$ cat src/core/swsm_defs.svh
// Constants of the slave watchdog and state machine block.
`ifndef SWSM_DEFS_SVH
`define SWSM_DEFS_SVH
// Clock period and watchdog base period in ns.
`define SWSM_CLK_NS        50
`define SWSM_BASE_NS       40
// Reset values of the watchdog settings, and the addend to the multiplier.
`define SWSM_MULT_RST      16'h09C2
`define SWSM_MULT_ADD      16'h0002
`define SWSM_SM_CNT_RST    16'h03E8
`define SWSM_PDI_CNT_RST   16'h03E8
// Register byte offsets of the master end.
`define SWSM_CTRL_OFS      8'h00
`define SWSM_CFG_OFS       8'h04
`define SWSM_PDOUT_OFS     8'h08
`define SWSM_MBX_OFS       8'h0C
`define SWSM_STAT_OFS      8'h10
// Control register fields.
`define SWSM_CTRL_GO       3
`define SWSM_CTRL_MANUAL   4
`define SWSM_CTRL_MBXOK    5
`define SWSM_CTRL_PDOK     6
`define SWSM_CTRL_DCOK     7
`define SWSM_CTRL_SMEN     8
`define SWSM_CTRL_PDIEN    9
`define SWSM_CTRL_RST      32'h0000_0300
// Status register fields.
`define SWSM_STAT_ERR      3
`define SWSM_STAT_REFUSE   4
`define SWSM_STAT_MBXACK   5
`define SWSM_STAT_MBXREJ   6
`define SWSM_STAT_SMEXP    7
`define SWSM_STAT_PDIEXP   8
`define SWSM_STAT_OUTVAL   9
`endif

$ cat src/core/swsm_pkg.sv
// Types shared by both ends of the slave watchdog and state machine block.
package swsm_pkg;
   typedef enum logic [2:0] {ST_INIT, ST_PREOP, ST_SAFEOP, ST_OP, ST_BOOT} swsm_state_e;
   typedef enum logic [1:0] {CFG_MULT, CFG_SM_CNT, CFG_PDI_CNT} swsm_cfg_e;
endpackage : swsm_pkg

$ cat src/core/swsm_link_if.sv
// Link between the fieldbus master end and the slave controller end.
`timescale 1ns/1ns
interface swsm_link_if;
   import swsm_pkg::*;
   logic              req_valid;
   swsm_state_e       req_state;
   swsm_state_e       cur_state;
   logic              state_ack;
   logic              state_err;
   logic              mbx_cfg_ok;
   logic              pd_cfg_ok;
   logic              dc_ok;
   logic              pd_valid;
   logic [7:0]        pd_out;
   logic              pd_ok;
   logic [7:0]        pd_in;
   logic              mbx_valid;
   logic              mbx_foe;
   logic              mbx_ack;
   logic              mbx_rej;
   logic              cfg_valid;
   swsm_cfg_e         cfg_sel;
   logic [15:0]       cfg_data;
   logic              sm_wd_en;
   logic              pdi_wd_en;
   logic              sm_expired;
   logic              pdi_expired;

   modport master_mp (
      output req_valid, req_state, mbx_cfg_ok, pd_cfg_ok, dc_ok, pd_valid, pd_out,
             mbx_valid, mbx_foe, cfg_valid, cfg_sel, cfg_data, sm_wd_en, pdi_wd_en,
      input  cur_state, state_ack, state_err, pd_ok, pd_in, mbx_ack, mbx_rej,
             sm_expired, pdi_expired
   );
   modport slave_mp (
      input  req_valid, req_state, mbx_cfg_ok, pd_cfg_ok, dc_ok, pd_valid, pd_out,
             mbx_valid, mbx_foe, cfg_valid, cfg_sel, cfg_data, sm_wd_en, pdi_wd_en,
      output cur_state, state_ack, state_err, pd_ok, pd_in, mbx_ack, mbx_rej,
             sm_expired, pdi_expired
   );
endinterface : swsm_link_if

$ cat src/core/swsm_wd_timer.sv
// One supervision timer counting shared watchdog ticks.
`timescale 1ns/1ns
module swsm_wd_timer (
   // Clock and reset.
   input  wire logic        hclk,
   input  wire logic        hresetn,
   // Tick, restart and setting.
   input  wire logic        tick,
   input  wire logic        kick,
   input  wire logic        enable,
   input  wire logic [15:0] limit,
   // Expiry flag, held until the next restart, a disable or a zero limit.
   output logic             expired
);
   logic [15:0] cnt_q;
   logic        expired_q;

   // Counts ticks since the last restart and trips at the limit.
   always_ff @(posedge hclk or negedge hresetn)
   begin
      if (!hresetn)
      begin
         cnt_q     <= 16'h0000;
         expired_q <= 1'b0;
      end
      else if (kick || !enable || limit == 16'h0000)
      begin
         cnt_q     <= 16'h0000;
         expired_q <= 1'b0;
      end
      else if (tick && !expired_q)
      begin
         cnt_q <= cnt_q + 16'h0001;
         if (cnt_q + 16'h0001 >= limit)
            expired_q <= 1'b1;
      end
   end

   // The flag leaves straight from its flip-flop.
   assign expired = expired_q;
endmodule : swsm_wd_timer

$ cat src/core/swsm_slave.sv
// Slave controller end: watchdogs, tick prescaler and slave state machine.
`timescale 1ns/1ns
`include "swsm_defs.svh"
module swsm_slave (
   // Clock and reset.
   input  wire logic             hclk,
   input  wire logic             hresetn,
   // Link to the fieldbus master.
   swsm_link_if.slave_mp         link,
   // Application side.
   input  wire logic             app_access,
   input  wire logic [7:0]       phys_in,
   output logic [7:0]            phys_out,
   output swsm_pkg::swsm_state_e app_state,
   output logic                  sm_wd_trip,
   output logic                  pdi_wd_trip
);
   import swsm_pkg::*;

   swsm_state_e  state_q;
   logic         err_q;
   logic         ack_q;
   logic [15:0]  mult_q;
   logic [15:0]  sm_cnt_q;
   logic [15:0]  pdi_cnt_q;
   logic [22:0]  pre_acc_q;
   logic [22:0]  pre_period;
   logic [22:0]  pre_next;
   logic         tick;
   logic [7:0]   in_meta_q;
   logic [7:0]   in_sync_q;
   logic [7:0]   in_q;
   logic [7:0]   out_q;
   logic [7:0]   phys_out_q;
   logic         pd_ok;
   logic         mbx_ok;
   logic         sm_exp;
   logic         pdi_exp;
   logic         req_pass;

   // Tells whether a move between two states is permitted at all.
   function automatic logic legal_move(input swsm_state_e from, input swsm_state_e to);
      logic ok;
      ok = 1'b0;
      case (to)
         ST_INIT:   ok = 1'b1;
         ST_PREOP:  ok = (from == ST_INIT) || (from == ST_SAFEOP) || (from == ST_OP);
         ST_SAFEOP: ok = (from == ST_PREOP) || (from == ST_OP);
         ST_OP:     ok = (from == ST_SAFEOP);
         ST_BOOT:   ok = (from == ST_INIT);
         default:   ok = 1'b0;
      endcase
      return ok;
   endfunction : legal_move

   // Settings downloaded by the master; a zero multiplier is ignored.
   always_ff @(posedge hclk or negedge hresetn)
   begin
      if (!hresetn)
      begin
         mult_q    <= `SWSM_MULT_RST;
         sm_cnt_q  <= `SWSM_SM_CNT_RST;
         pdi_cnt_q <= `SWSM_PDI_CNT_RST;
      end
      else if (link.cfg_valid)
      begin
         case (link.cfg_sel)
            CFG_MULT:
            begin
               if (link.cfg_data != 16'h0000)
                  mult_q <= link.cfg_data;
            end
            CFG_SM_CNT:  sm_cnt_q  <= link.cfg_data;
            CFG_PDI_CNT: pdi_cnt_q <= link.cfg_data;
            default:     mult_q    <= mult_q;
         endcase
      end
   end

   // One tick spans (multiplier + 2) base periods; the accumulator keeps the
   // average exact although the system clock period differs from the base.
   assign pre_period = 23'((23'(mult_q) + 23'(`SWSM_MULT_ADD)) * 23'(`SWSM_BASE_NS));
   assign pre_next   = pre_acc_q + 23'(`SWSM_CLK_NS);
   assign tick       = (pre_next >= pre_period);

   // Prescaler shared by both timers.
   always_ff @(posedge hclk or negedge hresetn)
   begin
      if (!hresetn)
         pre_acc_q <= 23'h000000;
      else if (tick)
         pre_acc_q <= pre_next - pre_period;
      else
         pre_acc_q <= pre_next;
   end

   // Fieldbus timer, restarted only by accepted process data.
   swsm_wd_timer u_sm_wd (
      .hclk    (hclk),
      .hresetn (hresetn),
      .tick    (tick),
      .kick    (pd_ok),
      .enable  (link.sm_wd_en),
      .limit   (sm_cnt_q),
      .expired (sm_exp)
   );

   // Local interface timer, restarted by any application access.
   swsm_wd_timer u_pdi_wd (
      .hclk    (hclk),
      .hresetn (hresetn),
      .tick    (tick),
      .kick    (app_access),
      .enable  (link.pdi_wd_en),
      .limit   (pdi_cnt_q),
      .expired (pdi_exp)
   );

   // Input pins pass two flip-flops before use.
   always_ff @(posedge hclk or negedge hresetn)
   begin
      if (!hresetn)
      begin
         in_meta_q <= 8'h00;
         in_sync_q <= 8'h00;
      end
      else
      begin
         in_meta_q <= phys_in;
         in_sync_q <= in_meta_q;
      end
   end

   // Checks of the current request: transition legal and setup verified.
   always_comb
   begin
      req_pass = legal_move(state_q, link.req_state);
      if (state_q == ST_INIT && link.req_state == ST_PREOP)
         req_pass = req_pass && link.mbx_cfg_ok;
      if (state_q == ST_PREOP && link.req_state == ST_SAFEOP)
         req_pass = req_pass && link.pd_cfg_ok && link.dc_ok;
   end

   // Slave state machine; watchdog expiry has no effect on it.
   always_ff @(posedge hclk or negedge hresetn)
   begin
      if (!hresetn)
      begin
         state_q <= ST_INIT;
         err_q   <= 1'b0;
         ack_q   <= 1'b0;
      end
      else
      begin
         ack_q <= link.req_valid;
         if (link.req_valid && link.req_state != state_q)
         begin
            if (req_pass)
            begin
               state_q <= link.req_state;
               err_q   <= 1'b0;
            end
            else
               err_q <= 1'b1;
         end
         else if (link.req_valid)
            err_q <= 1'b0;
      end
   end

   // Traffic gating per state.
   always_comb
   begin
      case (state_q)
         ST_PREOP:  mbx_ok = 1'b1;
         ST_SAFEOP: mbx_ok = 1'b1;
         ST_OP:     mbx_ok = 1'b1;
         ST_BOOT:   mbx_ok = link.mbx_foe;
         default:   mbx_ok = 1'b0;
      endcase
   end
   assign pd_ok = link.pd_valid && (state_q == ST_SAFEOP || state_q == ST_OP);

   // Input image: copied on entry to Safe-Op from Pre-Op and on each exchange.
   always_ff @(posedge hclk or negedge hresetn)
   begin
      if (!hresetn)
         in_q <= 8'h00;
      else if (link.req_valid && req_pass && state_q == ST_PREOP && link.req_state == ST_SAFEOP)
         in_q <= in_sync_q;
      else if (pd_ok)
         in_q <= in_sync_q;
   end

   // Output image taken from the master only in Op.
   always_ff @(posedge hclk or negedge hresetn)
   begin
      if (!hresetn)
         out_q <= 8'h00;
      else if (pd_ok && state_q == ST_OP)
         out_q <= link.pd_out;
   end

   // Physical outputs: live in Op, false in all other states or on fieldbus timer expiry.
   always_ff @(posedge hclk or negedge hresetn)
   begin
      if (!hresetn)
         phys_out_q <= 8'h00;
      else if (state_q == ST_OP && !sm_exp)
         phys_out_q <= out_q;
      else
         phys_out_q <= 8'h00;
   end

   // Answers towards the master and the application.
   assign phys_out         = phys_out_q;
   assign app_state        = state_q;
   assign sm_wd_trip       = sm_exp;
   assign pdi_wd_trip      = pdi_exp;
   assign link.cur_state   = state_q;
   assign link.state_ack   = ack_q;
   assign link.state_err   = err_q;
   assign link.pd_ok       = pd_ok;
   assign link.pd_in       = in_q;
   assign link.mbx_ack     = link.mbx_valid && mbx_ok;
   assign link.mbx_rej     = link.mbx_valid && !mbx_ok;
   assign link.sm_expired  = sm_exp;
   assign link.pdi_expired = pdi_exp;
endmodule : swsm_slave

$ cat src/flat_wrapper.sv
// flat-port wrapper written by rule: the top's interface ports become plain ports
module swsm_slave_flat import swsm_pkg::*;
  (hclk, hresetn, app_access, phys_in, phys_out, app_state, sm_wd_trip, pdi_wd_trip, link_req_valid, link_req_state, link_mbx_cfg_ok, link_pd_cfg_ok, link_dc_ok, link_pd_valid, link_pd_out, link_mbx_valid, link_mbx_foe, link_cfg_valid, link_cfg_sel, link_cfg_data, link_sm_wd_en, link_pdi_wd_en, link_cur_state, link_state_ack, link_state_err, link_pd_ok, link_pd_in, link_mbx_ack, link_mbx_rej, link_sm_expired, link_pdi_expired);
  swsm_link_if link_i ();
  input  wire logic hclk;
  input  wire logic hresetn;
  input  wire logic app_access;
  input  wire logic [7:0] phys_in;
  output logic [7:0] phys_out;
  output swsm_pkg::swsm_state_e app_state;
  output logic sm_wd_trip;
  output logic pdi_wd_trip;
  input wire logic [$bits(link_i.req_valid)-1:0] link_req_valid;
  input wire logic [$bits(link_i.req_state)-1:0] link_req_state;
  input wire logic [$bits(link_i.mbx_cfg_ok)-1:0] link_mbx_cfg_ok;
  input wire logic [$bits(link_i.pd_cfg_ok)-1:0] link_pd_cfg_ok;
  input wire logic [$bits(link_i.dc_ok)-1:0] link_dc_ok;
  input wire logic [$bits(link_i.pd_valid)-1:0] link_pd_valid;
  input wire logic [$bits(link_i.pd_out)-1:0] link_pd_out;
  input wire logic [$bits(link_i.mbx_valid)-1:0] link_mbx_valid;
  input wire logic [$bits(link_i.mbx_foe)-1:0] link_mbx_foe;
  input wire logic [$bits(link_i.cfg_valid)-1:0] link_cfg_valid;
  input wire logic [$bits(link_i.cfg_sel)-1:0] link_cfg_sel;
  input wire logic [$bits(link_i.cfg_data)-1:0] link_cfg_data;
  input wire logic [$bits(link_i.sm_wd_en)-1:0] link_sm_wd_en;
  input wire logic [$bits(link_i.pdi_wd_en)-1:0] link_pdi_wd_en;
  output wire logic [$bits(link_i.cur_state)-1:0] link_cur_state;
  output wire logic [$bits(link_i.state_ack)-1:0] link_state_ack;
  output wire logic [$bits(link_i.state_err)-1:0] link_state_err;
  output wire logic [$bits(link_i.pd_ok)-1:0] link_pd_ok;
  output wire logic [$bits(link_i.pd_in)-1:0] link_pd_in;
  output wire logic [$bits(link_i.mbx_ack)-1:0] link_mbx_ack;
  output wire logic [$bits(link_i.mbx_rej)-1:0] link_mbx_rej;
  output wire logic [$bits(link_i.sm_expired)-1:0] link_sm_expired;
  output wire logic [$bits(link_i.pdi_expired)-1:0] link_pdi_expired;
  assign link_i.req_valid = link_req_valid;
  assign link_i.req_state = link_req_state;
  assign link_i.mbx_cfg_ok = link_mbx_cfg_ok;
  assign link_i.pd_cfg_ok = link_pd_cfg_ok;
  assign link_i.dc_ok = link_dc_ok;
  assign link_i.pd_valid = link_pd_valid;
  assign link_i.pd_out = link_pd_out;
  assign link_i.mbx_valid = link_mbx_valid;
  assign link_i.mbx_foe = link_mbx_foe;
  assign link_i.cfg_valid = link_cfg_valid;
  assign link_i.cfg_sel = link_cfg_sel;
  assign link_i.cfg_data = link_cfg_data;
  assign link_i.sm_wd_en = link_sm_wd_en;
  assign link_i.pdi_wd_en = link_pdi_wd_en;
  assign link_cur_state = link_i.cur_state;
  assign link_state_ack = link_i.state_ack;
  assign link_state_err = link_i.state_err;
  assign link_pd_ok = link_i.pd_ok;
  assign link_pd_in = link_i.pd_in;
  assign link_mbx_ack = link_i.mbx_ack;
  assign link_mbx_rej = link_i.mbx_rej;
  assign link_sm_expired = link_i.sm_expired;
  assign link_pdi_expired = link_i.pdi_expired;
  swsm_slave u_core (.hclk(hclk), .hresetn(hresetn), .link(link_i), .app_access(app_access), .phys_in(phys_in), .phys_out(phys_out), .app_state(app_state), .sm_wd_trip(sm_wd_trip), .pdi_wd_trip(pdi_wd_trip));
endmodule
$ cat config.mk
export PLATFORM = sky130hd
export DESIGN_NAME = swsm_slave_flat
export DESIGN_NICKNAME = d
export VERILOG_FILES = /design/src/core/swsm_pkg.sv /design/src/core/swsm_link_if.sv /design/src/core/swsm_wd_timer.sv /design/src/core/swsm_slave.sv /design/src/flat_wrapper.sv
export VERILOG_INCLUDE_DIRS = /design/src /design/src/core
export SDC_FILE = /design/constraint.sdc
export NUM_CORES = 1
export LEC_CHECK = 0
export ABC_AREA = 1
export BUFFER_PORTS_ARGS = -buffer_cell sky130_fd_sc_hd__buf_2
export CAP_MARGIN = 20
export CORE_MARGIN = 3
export CORE_UTILIZATION = 35
export DETAILED_ROUTE_END_ITERATION = 12
export SETUP_SLACK_MARGIN = 0.05
export SYNTH_ARGS = -nofsm -noshare
export SYNTH_HDL_FRONTEND = slang
export SYNTH_SLANG_ARGS = --single-unit
$ cat constraint.sdc
create_clock -name hclk -period 12.6 [get_ports hclk]
set_clock_uncertainty 0.2 [all_clocks]
set_input_delay 0.63 -clock hclk [delete_from_list [all_inputs] [get_ports hclk]]
set_output_delay 0.63 -clock hclk [all_outputs]
set_load 0.01 [all_outputs]
==> results of run 1 <==
==> area by class of cell <==
cell class	instances	area (um^2)	share of cell area
sequential	149	3750	0.321
clock inverter	15	179	0.0153
clock buffer	17	425	0.0364
timing repair buffer	84	437	0.0374
multi-input combinational	1030	5680	0.486
inverter	197	739	0.0633
tap	384	480	0.0411
==> registers in the layout, indices dropped and copies added (netlist names), 3 cells and up <==
name,cells
u_core.pre_acc_q,22
u_core.mult_q,16
u_core.pdi_cnt_q,16
u_core.sm_cnt_q,16
u_core.u_pdi_wd.cnt_q,16
u_core.u_sm_wd.cnt_q,16
u_core.in_meta_q,8
u_core.in_sync_q,8
u_core.link.pd_in,8
u_core.out_q,8
u_core.phys_out,8
u_core.app_state,3
==> routing by layer <==
metal | track usage | wire (um) | up-vias
li1 | - | - | 4710
met1 | 0.243 | 13000 | 4189
met2 | 0.266 | 11500 | 198
met3 | 0.0355 | 1290 | 25
met4 | 0.0389 | 337 | 0
met5 | 0 | 0 | -
==> cell families after synthesis <==
group | synth area share
and+or+nand+nor | 0.303
xor gates and xnor gates | 0.0575
adders and majority gates | 0.109
buffers and inverters | 0.0911
DFF | 0.362
AOI/OAI and AO/OA | 0.0778
==> layout by cell type, fill, tap and decap left out, types with 3 or more instances in the layout <==
cell / n
a21oi_2: 4
ha_1: 87
nand2_2: 5
nor3_1: 20
buf_4: 4
clkbuf_16: 17
o21ai_0: 77
inv_6: 3
clkinv_4: 3
clkinv_8: 5
a21o_1: 3
dfrtp_1: 132
nand3b_1: 10
o21a_1: 3
nor4_1: 4
xor2_1: 46
nand2_1: 372
nand3_1: 118
nor2_1: 124
dfstp_2: 17
inv_8: 4
inv_1: 193
buf_2: 79
xnor2_1: 22
nand4_1: 58
a21oi_1: 55
nor2_2: 4
==> metrics by stage <==
| stage | std cells | setup slack [ns] | area [um^2] | util | power [mW] |
|---|---|---|---|---|---|
| floorplan | 1412 | 8.04 | 10400 | - | 1.82 |
| global placement | 1844 | 6.86 | 11100 | 0.383 | 2.15 |
| detailed placement | 1844 | 6.76 | 11100 | 0.383 | 2.16 |
| CTS | 1876 | 6.73 | 11700 | 0.404 | 2.69 |
| global route | 1876 | 6.28 | 11700 | 0.404 | 2.95 |
| finish | 1876 | 6.75 | 11700 | 0.404 | 2.69 |
==> how the worst min path moves through the flow <==
stage / slack, ns / endpoint / cells past startpoint
after floorplan: 0.13 / u_core.app_state[0] / 0
after global placement: 0.13 / u_core.in_sync_q[4] / 0
after detailed placement: 0.13 / u_core.in_sync_q[4] / 0
after CTS: 0.09 / u_core.in_meta_q[3] / 1
after global routing: 0.09 / u_core.in_meta_q[3] / 1
final: 0.10 / u_core.u_pdi_wd.cnt_q[6] / 1
==> power groups by stage <==
| stage | Combinational (mW) | Clock [mW] | Sequential, mW |
|---|---|---|---|
| floorplan | 1.16 | 0 | 0.669 |
| detailed placement | 1.48 | 0 | 0.680 |
| finish | 1.50 | 0.513 | 0.674 |
| global route | 1.72 | 0.541 | 0.688 |
| CTS | 1.49 | 0.524 | 0.674 |
| global placement | 1.47 | 0 | 0.681 |
==> flow_metrics.env, run 1 <==
export IMPL_antenna_diode_count=0
export IMPL_period_share=0.464
export IMPL_holdWs_ns=0.101
export IMPL_synth_cells=1412
export IMPL_clk_latency_ns=0.43
export IMPL_ys_top_cells_by_count="nand2_1 (372), inv_1 (193), dfrtp_1 (132)"
export IMPL_path_buf_inv=5
export IMPL_ir_drop_v=0.000132
export IMPL_worstSetupStartpointType="flip-flop"
export IMPL_cts_tree="done"
export IMPL_power_density_nw_per_um2=230
export IMPL_fin_nets=1618
export IMPL_pwr_share_comb=0.558
export IMPL_clk_pin_slew_ns=0.07
export IMPL_overflow=0
export IMPL_timing_max_cap_violations=0
export IMPL_grt_antenna_before_repair=0
export IMPL_ant_nets=0
export IMPL_grt_pass1_vias=8888
export IMPL_clockBufferDepth=2
export IMPL_grt_max_degree=96
export IMPL_final_fill_count=2964
export IMPL_r2r_cells=29
export IMPL_vias_per_cell=4.86
export IMPL_synth_area_top_cells="dfrtp_1 (32%), nand2_1 (13%), ha_1 (11%)"
export IMPL_postCtsHoldBufs=0
export IMPL_end_kind="flip-flop"
export IMPL_ios=81
export IMPL_yosysSeqAreaShare=0.362
export IMPL_critical_path_max_stage_delay_ns=0.56
export IMPL_cp_arrival_ns=5.96
export IMPL_route_detailed_drc=0
export IMPL_setup_viol=0
export IMPL_drtIter0Drc=628
export IMPL_critical_path_top_delay_family="simple AND/OR/NAND/NOR gates"
export IMPL_synthArstFlopShare=1.00
export IMPL_avgRoutedWirePerCell_um=13.9
export IMPL_initial_core_util=0.358
export IMPL_switching_share=0.489
export IMPL_port_buffers=80
export IMPL_rr_endpoint="u_core.u_sm_wd.cnt_q[0]"
export IMPL_vias=9122
export IMPL_fin_tns_setup_ns=0
export IMPL_required_ns=12.71
export IMPL_cts_setup_buffers=0
export IMPL_root_buffer="clkbuf_16"
export IMPL_row_count=62
export IMPL_cp_common_cell="nand2_1"
export IMPL_final_hold_viol_count=0
export IMPL_die_area_um2=31700
export IMPL_synth_most_common_cell="nand2_1"
export IMPL_holdCritPathClass="input port to async pin"
export IMPL_crit_slowest_cell="dfstp_2"
export IMPL_htree_levels=4
export IMPL_outcome="completed"
export IMPL_ys_types=40
export IMPL_dp_hpwl_mm=20.3
export IMPL_synth_fp_nets=1551
export IMPL_yosysWarnings=0
export IMPL_synthesis_area_um2=10400
export IMPL_path_depth=29
export IMPL_syn_to_final_growth_pct=12.8
export IMPL_max_slew_worst_pin_slew_ns=0.973
export IMPL_grt_usage=0.171
export IMPL_fmax_mhz=171
export IMPL_cts_sinks=149
export IMPL_p_switching_mw=1.31
export IMPL_die_w_um=178
export IMPL_core_area_um2=28900
export IMPL_grt_pass1_wl_mm=43.7
export IMPL_synth_seq_cells=149
export IMPL_yosysTopAreaCellShare=0.319
export IMPL_p_clk_frac=0.191
export IMPL_rsz0062_at_grt="false"
export IMPL_synth_main_ff_cell="dfrtp_1"
export IMPL_die_h_um=178
export IMPL_power_frac_seq=0.251
export IMPL_reg2reg_slack_ns=6.75
export IMPL_path_class="flip-flop to flip-flop"
export IMPL_setup_worst_path_end="u_core.u_sm_wd.cnt_q[0]"
export IMPL_cp_max_fo=56
export IMPL_p_leak_nw=6.24
export IMPL_internal_power_mw=1.37
export IMPL_min_period_ns=5.85
export IMPL_slew_headroom=0.349
export IMPL_drive_gt1_frac=0.103
export IMPL_cts_repair_resized=0
export IMPL_drv_slew=0
export IMPL_r2r_start="u_core.mult_q[1]"
export IMPL_place_congestion=0.909
export IMPL_syn_area_per_cell_um2=7.34
export IMPL_startpoint="u_core.mult_q[1]"
export IMPL_synth_edf_count=0
export IMPL_cts_buffers=17
export IMPL_drt_total_wl_mm=26.1
export IMPL_drtPass1Iterations=5
export IMPL_synth_top_area_cell="dfrtp_1"
Power figures use the tool's default switching activity.
==> inputs of run 2 (changes only) <==
==> constraint.sdc (replaced) <==
create_clock -name hclk -period 5.7 [get_ports hclk]
set_clock_uncertainty 0.2 [all_clocks]
set_input_delay 0.285 -clock hclk [delete_from_list [all_inputs] [get_ports hclk]]
set_output_delay 0.285 -clock hclk [all_outputs]
set_load 0.01 [all_outputs]
==> run 2 against run 1 <==
Against the previous run:
- fmax grew 15%
- critical path depth shrank 3
- die area is the same
- setup slack lost 6.1 ns
- sequential cell count is the same
- largest power group unchanged
==> flow_metrics.env, run 2 (synthesis gave the netlist of run 1 again) <==
export IMPL_final_fill_count=2933
export IMPL_final_hold_viol_count=0
export IMPL_vias=9283
export IMPL_syn_to_final_growth_pct=16.4
export IMPL_power_density_nw_per_um2=504
export IMPL_overflow=0
export IMPL_drtIter0Drc=674
export IMPL_min_period_ns=5.09
export IMPL_critical_path_top_delay_family="simple AND/OR/NAND/NOR gates"
export IMPL_row_count=62
export IMPL_grt_usage=0.174
export IMPL_core_area_um2=28900
export IMPL_regMostFlops="u_core.pre_acc_q"
export IMPL_setup_viol=0
export IMPL_clk_pin_slew_ns=0.07
export IMPL_port_buffers=80
export IMPL_ant_nets=0
export IMPL_power_frac_seq=0.245
export IMPL_critical_path_max_stage_delay_ns=0.56
export IMPL_pwr_share_comb=0.560
export IMPL_die_area_um2=31700
export IMPL_antenna_diode_count=0
export IMPL_initial_core_util=0.358
export IMPL_grt_pass1_wl_mm=44.4
export IMPL_largest_reg_flops=22
export IMPL_cts_repair_resized=0
export IMPL_grt_antenna_before_repair=0
export IMPL_vias_per_cell=4.86
export IMPL_fmax_mhz=196
export IMPL_grt_max_degree=84
export IMPL_cp_arrival_ns=5.20
export IMPL_max_slew_worst_pin_slew_ns=0.996
export IMPL_die_w_um=178
export IMPL_switching_share=0.482
export IMPL_drive_gt1_frac=0.105
export IMPL_layout_common_cells="nand2_1 (372), inv_1 (193), dfrtp_1 (132)"
export IMPL_hp_start="link_cfg_data[4]"
export IMPL_clockBufferDepth=2
export IMPL_r2r_start="u_core.mult_q[1]"
export IMPL_grt_pass1_vias=8976
export IMPL_path_depth=26
export IMPL_p_leak_nw=6.41
export IMPL_crit_slowest_cell="dfstp_2"
export IMPL_drv_slew=0
export IMPL_clk_latency_ns=0.44
export IMPL_drtPass1Iterations=5
export IMPL_drt_total_wl_mm=26.4
export IMPL_ir_drop_v=0.000321
export IMPL_layout_commonest_cell="nand2_1"
export IMPL_cts_sinks=149
export IMPL_path_class="flip-flop to flip-flop"
export IMPL_period_share=0.894
export IMPL_route_detailed_drc=0
export IMPL_htree_levels=4
export IMPL_worstHoldPathCells=3
export IMPL_cp_max_fo=27
export IMPL_multiInputGateArea_um2=5680
export IMPL_p_clk_frac=0.195
export IMPL_die_h_um=178
export IMPL_rsz0062_at_grt="false"
export IMPL_fin_nets=1654
export IMPL_root_buffer="clkbuf_16"
export IMPL_end_kind="flip-flop"
export IMPL_fin_total_pwr_mw=6.08
export IMPL_fin_tns_setup_ns=0
export IMPL_cts_buffers=17
export IMPL_place_congestion=0.942
export IMPL_internal_power_mw=3.15
export IMPL_seq_area_um2=3750
export IMPL_worstSetupStartpointType="flip-flop"
export IMPL_required_ns=5.80
export IMPL_outcome="completed"
export IMPL_path_buf_inv=4
export IMPL_dp_hpwl_mm=20.2
export IMPL_timing_max_cap_violations=0
export IMPL_p_switching_mw=2.93
export IMPL_ios=81
export IMPL_startpoint="u_core.mult_q[1]"
export IMPL_r2r_cells=26
export IMPL_holdCritPathClass="input port to flip-flop"
export IMPL_cts_tree="done"
export IMPL_avgRoutedWirePerCell_um=13.8
export IMPL_slew_headroom=0.334
## run 2: cell count changes in the layout (fill, tap and decap cells not counted)
cell / previous run / this run
inv_8: 4 / 6
inv_6: 3 / 2
bufinv_16: 0 / 1
buf_4: 4 / 11
dlygate4sd3_1: 0 / 29
clkinv_4: 3 / 1
## run 2: path summary, 6_finish.rpt
path,slack (ns),to
min,0.01,u_core.sm_cnt_q[4]
min in group asynchronous,0.29,u_core.u_sm_wd.cnt_q[12]
max,0.61,u_core.pre_acc_q[16]
max reg2reg,0.61,u_core.pre_acc_q[16]
min reg2reg,0.15,u_core.in_sync_q[7]
max in group asynchronous,3.65,u_core.sm_cnt_q[1]
## run 2: cell type report
| type | count | share of cell area |
|---|---|---|
| Sequential cell | 149 | 0.311 |
| Clock inverter | 15 | 0.0170 |
| Inverter | 197 | 0.0613 |
| Multi-Input combinational cell | 1030 | 0.471 |
| Tap cell | 384 | 0.0399 |
| Clock buffer | 17 | 0.0353 |
| Timing Repair Buffer | 120 | 0.0647 |
## run 2: what timing repair did
action	4_1_cts	5_1_grt
endpoints found under the setup margin	0	0
buffers inserted	0	0
endpoints found under the hold margin	122	0
hold buffers	29	0
## run 2: power groups by stage
stage          Clock, mW  Combinational, mW  Sequential [mW]
3_5_place_dp           0               3.35             1.51
4_1_cts             1.22               3.39             1.49
5_1_grt             1.26               3.91             1.52
2_1_floorplan          0               2.55             1.48
3_3_place_gp           0               3.33             1.51
6_report            1.19               3.40             1.49
## run 2: worst min-delay path: cells and delay by family
kind / cells / cell delay [ns]
buf+inv: 2 / 0.17
compound gates: 1 / 0.15
## run 2: layer usage
metal | vias to the layer above | global-route usage | wire length (um)
met4 | 0 | 0.0533 | 455
met3 | 32 | 0.0266 | 1120
met5 | - | 0 | 0
met2 | 183 | 0.270 | 11800
met1 | 4283 | 0.250 | 13000
li1 | 4785 | - | -
## run 2: per-stage QoR
step           utilization  hold slack (ns)  setup WS [ns]  instances  instance area [um^2]
2_1_floorplan            -           -0.211           1.14       1412                 10400
3_3_place_gp         0.385            0.131          0.651       1851                 11100
3_5_place_dp         0.385            0.136          0.609       1851                 11100
4_1_cts              0.417          0.00745          0.584       1912                 12100
5_1_grt              0.417           0.0263         0.0603       1912                 12100
6_report             0.417           0.0137          0.606       1912                 12100
